**config.mk**
```make
export PLATFORM = sky130hd
export DESIGN_NAME = mdc_controller
export DESIGN_NICKNAME = d
export VERILOG_FILES = /design/src/pkg/mdc_pkg.sv /design/src/verilog/mdc_fifo.sv /design/src/verilog/mdc_controller.sv
export VERILOG_INCLUDE_DIRS = /design/src /design/src/pkg
export SDC_FILE = /design/constraint.sdc
export NUM_CORES = 2
export LEC_CHECK = 0
export ABC_CLOCK_PERIOD_IN_PS = 17600
export BUFFER_PORTS_ARGS = -buffer_cell sky130_fd_sc_hd__clkbuf_2
export CORE_AREA = 2 2 349 351
export CTS_BUF_LIST = sky130_fd_sc_hd__clkbuf_16
export CTS_CLUSTER_DIAMETER = 40
export CTS_CLUSTER_SIZE = 12
export DETAILED_ROUTE_END_ITERATION = 16
export DIE_AREA = 0 0 351 353
export HOLD_SLACK_MARGIN = 0.03
export PLACE_DENSITY = 0.71
export SYNTH_ARGS = -nofsm -noshare
export SYNTH_HDL_FRONTEND = slang
export SYNTH_SLANG_ARGS = --single-unit
```
**constraint.sdc**
```tcl
create_clock -name clk -period 17.6 [get_ports clk]
set_input_delay 0.88 -clock clk [delete_from_list [all_inputs] [get_ports clk]]
set_output_delay 0.88 -clock clk [all_outputs]
set_load 0.1 [all_outputs]
```
**src/pkg/mdc_params.svh**
```systemverilog
`ifndef MDC_PARAMS_SVH
`define MDC_PARAMS_SVH
// ****************************************
// Counts and encodings
// ****************************************
`define MDC_NUM_CH 7
`define MDC_NUM_CTRL 2
`define MDC_CNT_W 17
`define MDC_MAX_ITEMS 17'h1_0000
`define MDC_FIFO_DEPTH 8
`define MDC_SIZE_BYTE 2'h0
`define MDC_SIZE_HALF 2'h1
`define MDC_SIZE_WORD 2'h2
`define MDC_PRIO_LOW 2'h0
`define MDC_PRIO_VHIGH 2'h3
`endif

```
**src/pkg/mdc_pkg.sv**
```systemverilog
package mdc_pkg;
  typedef enum logic [3:0] {
    MDC_IDLE = 4'b0001,
    MDC_READ = 4'b0010,
    MDC_WRITE = 4'b0100,
    MDC_DONE = 4'b1000
  } mdc_state_e;
  typedef logic [1:0] mdc_size_t;
endpackage

```
**src/verilog/mdc_fifo.sv**
```systemverilog
`timescale 1ns/100ps
`default_nettype none
module mdc_fifo #(
  parameter int WIDTH = 32,
  parameter int DEPTH = 8
) (
  // Clock and reset
  input wire logic clk,
  input wire logic rst,
  // Fill side
  input wire logic in_valid,
  output logic in_ready,
  input wire logic [WIDTH-1:0] in_data,
  // Drain side
  output logic out_valid,
  input wire logic out_ready,
  output logic [WIDTH-1:0] out_data
);
  localparam int AW = $clog2(DEPTH);
  logic [WIDTH-1:0] mem_reg [DEPTH];
  logic [AW-1:0] wr_reg;
  logic [AW-1:0] rd_reg;
  logic [AW:0] cnt_reg;
  logic push;
  logic pop;

  // Handshakes; full and empty from the occupancy count
  assign in_ready = (cnt_reg != AW'(0) + (AW+1)'(DEPTH)) ? 1'b1 : 1'b0;
  assign out_valid = cnt_reg != '0;
  assign push = in_valid && in_ready;
  assign pop = out_valid && out_ready;
  assign out_data = mem_reg[rd_reg];

  // Storage has no reset so it can map to RAM
  always_ff @(posedge clk) begin
    if (push) begin
      mem_reg[wr_reg] <= in_data;
    end
  end

  // Pointers and count
  always_ff @(posedge clk or posedge rst) begin
    if (rst) begin
      wr_reg <= '0;
      rd_reg <= '0;
      cnt_reg <= '0;
    end else begin
      if (push) begin
        wr_reg <= (wr_reg == AW'(DEPTH - 1)) ? '0 : wr_reg + 1'b1;
      end
      if (pop) begin
        rd_reg <= (rd_reg == AW'(DEPTH - 1)) ? '0 : rd_reg + 1'b1;
      end
      cnt_reg <= cnt_reg + (AW+1)'(push) - (AW+1)'(pop);
    end
  end
endmodule // mdc_fifo
`default_nettype wire

```
**src/verilog/mdc_controller.sv**
```systemverilog
// How it works
// - Seven channels per controller; instantiate twice for fourteen.
// - Each channel starts from its hardware request or a software trigger.
// - Arbiter ranks requests by two-bit priority: very high to low.
// - Equal priority goes to the lower-numbered channel.
// - Source and destination widths independent; data zero-extended or truncated, never packed.
// - Circular mode reloads count and addresses after the last item.
// - Half, complete and error flags ORed into one irq per channel.
// - Direction set by addresses: memory or peripheral either side.
// - Item count programmable up to 65536.
// - Any bus target may be source or destination.
`timescale 1ns/100ps
`default_nettype none
`include "mdc_params.svh"
module mdc_controller import mdc_pkg::*; #(
  parameter int NCH = `MDC_NUM_CH,
  parameter int CW = `MDC_CNT_W
) (
  // Clock and reset
  input wire logic clk,
  input wire logic rst,
  // Per-channel configuration, flattened by channel
  input wire logic [NCH-1:0] ch_enable,
  input wire logic [NCH-1:0] ch_sw_trigger,
  input wire logic [NCH-1:0] ch_circular,
  input wire logic [2*NCH-1:0] ch_priority,
  input wire logic [2*NCH-1:0] ch_src_size,
  input wire logic [2*NCH-1:0] ch_dst_size,
  input wire logic [32*NCH-1:0] ch_src_addr,
  input wire logic [32*NCH-1:0] ch_dst_addr,
  input wire logic [CW*NCH-1:0] ch_items,
  input wire logic [NCH-1:0] ch_flag_clear,
  // Peripheral request lines from outside the clock domain
  input wire logic [NCH-1:0] periph_req,
  // Status
  output logic [NCH-1:0] ch_half_flag,
  output logic [NCH-1:0] ch_done_flag,
  output logic [NCH-1:0] ch_err_flag,
  output logic [NCH-1:0] ch_irq,
  output logic [CW*NCH-1:0] ch_remaining,
  // Bus master port
  output logic bus_req,
  output logic bus_write,
  output logic [31:0] bus_addr,
  output logic [1:0] bus_size,
  output logic [31:0] bus_wdata,
  input wire logic bus_ack,
  input wire logic bus_err,
  input wire logic [31:0] bus_rdata
);
  // ****************************************
  // Request synchronisers and arbitration
  // ****************************************
  logic [NCH-1:0] req_meta_reg;
  logic [NCH-1:0] req_sync_reg;
  logic [NCH-1:0] pending;
  logic [NCH-1:0] busy_reg;
  logic [2:0] grant_ch;
  logic grant_any;
  mdc_state_e state_reg;
  logic [2:0] cur_reg;

  // Two flops before the request lines are used
  always_ff @(posedge clk or posedge rst) begin
    if (rst) begin
      req_meta_reg <= '0;
      req_sync_reg <= '0;
    end else begin
      req_meta_reg <= periph_req;
      req_sync_reg <= req_meta_reg;
    end
  end

  // Hardware request or software trigger opens a channel
  assign pending = busy_reg & (req_sync_reg | ch_sw_trigger) & ch_enable;

  // Highest level wins; strict > keeps the lowest index on a tie
  always_comb begin
    logic [1:0] best;
    best = `MDC_PRIO_LOW;
    grant_any = 1'b0;
    grant_ch = '0;
    for (int i = 0; i < NCH; i++) begin
      if (pending[i] && (!grant_any || ch_priority[2*i +: 2] > best)) begin
        best = ch_priority[2*i +: 2];
        grant_ch = 3'(i);
        grant_any = 1'b1;
      end
    end
  end

  // ****************************************
  // Transfer engine
  // ****************************************
  logic [31:0] src_reg [NCH];
  logic [31:0] dst_reg [NCH];
  logic [CW-1:0] left_reg [NCH];
  logic fifo_in_ready;
  logic fifo_out_valid;
  logic [31:0] fifo_out;
  logic [1:0] ssz;
  logic [1:0] dsz;

  assign ssz = ch_src_size[2*cur_reg +: 2];
  assign dsz = ch_dst_size[2*cur_reg +: 2];

  // Address step for one item of a given width
  function automatic logic [31:0] step(input logic [1:0] sz);
    step = (sz == `MDC_SIZE_WORD) ? 32'h0000_0004 :
           (sz == `MDC_SIZE_HALF) ? 32'h0000_0002 : 32'h0000_0001;
  endfunction

  // Zero-extend narrow reads, truncate on narrow writes
  function automatic logic [31:0] fit(input logic [31:0] d,
                                      input logic [1:0] sz);
    fit = (sz == `MDC_SIZE_WORD) ? d :
          (sz == `MDC_SIZE_HALF) ? {16'h0000, d[15:0]} : {24'h00_0000, d[7:0]};
  endfunction

  // Read data passes the FIFO before it is written out
  mdc_fifo #(.WIDTH(32), .DEPTH(`MDC_FIFO_DEPTH)) u_fifo (
    .clk(clk),
    .rst(rst),
    .in_valid(state_reg == MDC_READ && bus_ack && !bus_err),
    .in_ready(fifo_in_ready),
    .in_data(fit(bus_rdata, ssz)),
    .out_valid(fifo_out_valid),
    .out_ready(state_reg == MDC_WRITE && bus_ack),
    .out_data(fifo_out)
  );

  // Bus drive; reads stall while the FIFO has no room
  assign bus_req = (state_reg == MDC_READ && fifo_in_ready) ||
                   (state_reg == MDC_WRITE && fifo_out_valid);
  assign bus_write = state_reg == MDC_WRITE;
  assign bus_addr = bus_write ? dst_reg[cur_reg] : src_reg[cur_reg];
  assign bus_size = bus_write ? dsz : ssz;
  assign bus_wdata = fit(fifo_out, dsz);

  // One item per grant: read, write, then re-arbitrate
  always_ff @(posedge clk or posedge rst) begin
    if (rst) begin
      state_reg <= MDC_IDLE;
      cur_reg <= '0;
    end else begin
      unique case (state_reg)
        MDC_IDLE: begin
          if (grant_any) begin
            cur_reg <= grant_ch;
            state_reg <= MDC_READ;
          end
        end
        MDC_READ: begin
          if (bus_req && bus_ack) begin
            state_reg <= bus_err ? MDC_DONE : MDC_WRITE;
          end
        end
        MDC_WRITE: begin
          if (bus_req && bus_ack) begin
            state_reg <= MDC_DONE;
          end
        end
        MDC_DONE: state_reg <= MDC_IDLE;
      endcase
    end
  end

  // ****************************************
  // Per-channel counters and flags
  // ****************************************
  generate
    for (genvar c = 0; c < NCH; c++) begin : g_ch
      logic mine;
      logic wr_ok;
      logic err_ev;
      logic [CW-1:0] total;
      // A refused write beat moves no item, so it must not count down
      assign mine = cur_reg == 3'(c);
      assign wr_ok = mine && state_reg == MDC_WRITE && bus_req && bus_ack &&
                     !bus_err;
      assign err_ev = mine && bus_req && bus_ack && bus_err;
      assign total = (ch_items[CW*c +: CW] > `MDC_MAX_ITEMS) ?
                     `MDC_MAX_ITEMS : ch_items[CW*c +: CW];
      assign ch_remaining[CW*c +: CW] = left_reg[c];
      assign ch_irq[c] = ch_half_flag[c] | ch_done_flag[c] | ch_err_flag[c];

      // Load on enable; step addresses per item; reload in circular mode
      always_ff @(posedge clk or posedge rst) begin
        if (rst) begin
          busy_reg[c] <= 1'b0;
          left_reg[c] <= '0;
          src_reg[c] <= '0;
          dst_reg[c] <= '0;
        end else if (!ch_enable[c]) begin
          busy_reg[c] <= 1'b0;
        end else if (!busy_reg[c] && !ch_done_flag[c] && !ch_err_flag[c]) begin
          busy_reg[c] <= total != '0;
          left_reg[c] <= total;
          src_reg[c] <= ch_src_addr[32*c +: 32];
          dst_reg[c] <= ch_dst_addr[32*c +: 32];
        end else if (err_ev) begin
          busy_reg[c] <= 1'b0;
        end else if (wr_ok) begin
          if (left_reg[c] == CW'(1) && ch_circular[c]) begin
            left_reg[c] <= total;
            src_reg[c] <= ch_src_addr[32*c +: 32];
            dst_reg[c] <= ch_dst_addr[32*c +: 32];
          end else begin
            left_reg[c] <= left_reg[c] - 1'b1;
            busy_reg[c] <= left_reg[c] != CW'(1);
            src_reg[c] <= src_reg[c] + step(ch_src_size[2*c +: 2]);
            dst_reg[c] <= dst_reg[c] + step(ch_dst_size[2*c +: 2]);
          end
        end
      end

      // Sticky flags; a new event wins over a same-cycle clear
      always_ff @(posedge clk or posedge rst) begin
        if (rst) begin
          ch_half_flag[c] <= 1'b0;
          ch_done_flag[c] <= 1'b0;
          ch_err_flag[c] <= 1'b0;
        end else begin
          if (wr_ok && left_reg[c] - 1'b1 == total >> 1) begin
            ch_half_flag[c] <= 1'b1;
          end else if (ch_flag_clear[c]) begin
            ch_half_flag[c] <= 1'b0;
          end
          if (wr_ok && left_reg[c] == CW'(1)) begin
            ch_done_flag[c] <= 1'b1;
          end else if (ch_flag_clear[c]) begin
            ch_done_flag[c] <= 1'b0;
          end
          if (err_ev) begin
            ch_err_flag[c] <= 1'b1;
          end else if (ch_flag_clear[c]) begin
            ch_err_flag[c] <= 1'b0;
          end
        end
      end
    end
  endgenerate

endmodule // mdc_controller
`default_nettype wire

```
==> impl_metrics.json <==
{
  "report.final.slew_viol_count": 0,
  "cts_resized": 0,
  "hold_class": "in -> reg",
  "async_reset_ff_share_pct": 71.0,
  "rows": 128,
  "htreeDepth": 4,
  "crit_path_start_kind": "primary input",
  "cts-root-buf": "clkbuf_16",
  "synth_seq_cells": 882,
  "multiInputGateArea_sq_um": 30800,
  "place_area_sq_um": 62100,
  "hold_buffers": 0,
  "fin_crit_sh_pct": 45.8,
  "end_kind": "register",
  "leakage_nw": 27.3,
  "crit_path_frequent_cell": "ha_1",
  "worst-slew-pin-transition_ns": 1.15,
  "path_max_fanout": 6,
  "cts_tree": "built",
  "synth-main-ff-cell": "dfrtp_1",
  "ys_top_cells_by_area": "dfrtp_1 28%, edfxtp_1 14%, a21oi_1 7.4%",
  "cts_max_path_buffers": 3,
  "final_antenna_net_count": 0,
  "numPortBuffers": 894,
  "synthesis.area_sq_um": 56300,
  "powerDensity_nw_per_um2": 187,
  "worstPathRequired_ns": 18.28,
  "insertion_delay_ns": 0.84,
  "first_pass_iters": 9,
  "first_iter_violations": 8195,
  "dp_hpwl_um": 194000,
  "drive_gt1_share_pct": 21.2,
  "global_route.usage.total_pct": 40.2,
  "cp_slowest_stage_delay_ns": 0.43,
  "num_io_pins": 895,
  "largest_reg_flops": 256,
  "antenna_found_initial": 98,
  "cts.clk_slew.worst_paths_ns": 0.06,
  "grt_max_degree": 153,
  "slowest_stage": "a21oi_1",
  "drc": 0,
  "area.sequential_sq_um": 23400,
  "yosysSeqAreaShare_pct": 41.5,
  "syn_nets": 7094,
  "synth.top_cell.area_share_pct": 27.8,
  "place.gp.congestion": 1.07,
  "yosysWarnings": 0,
  "critPathKind": "in -> reg",
  "vias": 58200,
  "dieArea_sq_um": 124000,
  "synth-edff-count": 256,
  "n_fill_cell": 10800,
  "tns_ns": 0,
  "period_minus_slack_ns": 8.06,
  "wirelength_um": 257000,
  "relSlewSlack_pct": 22.7,
  "postCtsSetupRepairBufs": 0,
  "grt_overflow": 0,
  "synth.avg_cell_area_sq_um": 8.95,
  "worstPathArrival_ns": 8.73,
  "die_x_um": 351,
  "grt_pass1_vias": 52900,
  "design_area_sq_um": 68000,
  "synth_cell_types": 90,
  "syn_inst": 6293,
  "numClockSinks": 882,
  "wl_per_cell_um": 29.1,
  "core_sq_um": 121000,
  "via_per_inst": 6.58,
  "rsz0062_at_grt": "no",
  "cts_buffers": 164,
  "nNetsFinal": 7813,
  "irDropWorstVdd_mv": 0.184,
  "hold_violations": 0,
  "chipHeight_um": 353,
  "fin_skew_ns": 0.0455,
  "timing.fmax_ghz": 0.124,
  "start_util_pct": 46.7,
  "area_growth_syn_to_layout_pct": 20.7,
  "grt_first_pass_wirelength_um": 365000,
  "setup_viol": 0,
  "yosys.area.top_type": "dfrtp_1",
  "drv_cap": 0,
  "outcome": "complete, no violations"
}
[path summary, 6_finish.rpt]
path,from,slack (ns),cells past startpoint,end
worst max-delay path,ch_enable[0],9.54,33,cur_reg[2]
worst min-delay path,periph_req[6],0.15,1,req_meta_reg[6]
worst max register to register,busy_reg[0],9.61,32,cur_reg[2]
worst min register to register,req_meta_reg[5],0.35,0,req_sync_reg[5]
max in group asynchronous,rst,14.16,5,ch_remaining[98]
min in group asynchronous,rst,0.24,2,dst_reg[203]
[cell families (layout without fill, tap and decap cells)]
logic type	after synthesis	after routing	synth area share (%)
xor+xnor	126	126	2.03
mux	284	284	8.73
compound gates	2164	2164	22.4
flops	882	882	41.5
buf+inv	655	1516	4.48
fa+ha+maj	121	121	2.89
simple gates	2061	2061	18.0
other cells	0	63	0
[metrics by stage]
step	worst slack, ns	util [%]	power (mW)	cells	hold WS (ns)
final	9.54	56.4	12.7	8842	0.154
after global placement	9.02	51.5	9.16	8471	0.334
after detailed placement	8.93	51.5	9.24	8471	0.339
after CTS	9.70	56.2	12.5	8779	0.127
after global routing	9.01	56.3	13.1	8830	0.140
after floorplan	8.17	-	7.42	6293	0.331
[layout make-up]
class,count,area share (%)
inverter,230,1.28
antenna,63,0.232
clock buffer,165,6.07
multi-input combinational,4756,45.2
clock inverter,143,2.27
tap,1625,2.99
sequential,882,34.4
timing repair buffer,978,7.55
[report_power, final]
group	internal (mW)	switching (mW)	total, mW
logic	1.62	4.18	5.80
registers	2.66	0.968	3.63
clock network	2.05	1.22	3.27
total	6.33	6.37	12.7
[cell usage after synthesis (58+ instances only)]
master / instances
a21oi_1: 834
dfrtp_1: 625
o21ai_0: 582
nand2_1: 523
nor2_1: 495
clkbuf_1: 355
edfxtp_1: 256
nand3_1: 250
inv_1: 227
o22ai_1: 193
nor3_1: 169
mux4_2: 164
nand4_1: 107
and3_1: 106
ha_1: 106
a31oi_1: 102
mux2i_1: 100
nor4_1: 93
xnor2_1: 80
a2bb2oi_1: 72
nor2b_1: 58
[metal layers]
layer | track usage, % | part of all wire (%) | wire length [um]
met1 | 51.4 | 37 | 94200
met2 | 59.6 | 44 | 113000
met3 | 11.6 | 12 | 31500
met4 | 25.9 | 7.0 | 17900
met5 | 0 | 0.13 | 324
[critical path, delay by kind of cell]
| kind | cells | cell delay [ns] |
|---|---|---|
| adder cells (fa/ha/maj) | 6 | 1.67 |
| multiplexers | 3 | 1.22 |
| buffers and inverters | 1 | 0.34 |
| AO/OA/AOI/OAI | 14 | 3.44 |
| AND/OR/NAND/NOR | 9 | 1.17 |
[layout by cell type (no fill, tap or decap), drive strengths merged, types with 102 or more instances in the layout]
cell type	netlist	layout
nand2	523	523
and3	106	106
a31oi	102	102
inv	228	277
nand3	250	250
nor3	169	169
dfrtp	625	625
a21oi	838	838
ha	106	106
o21ai	599	599
nand4	107	107
edfxtp	256	256
mux4	164	164
nor2	495	495
clkbuf	355	1059
o22ai	193	193
Note: power is estimated with default switching activity, not from simulation.
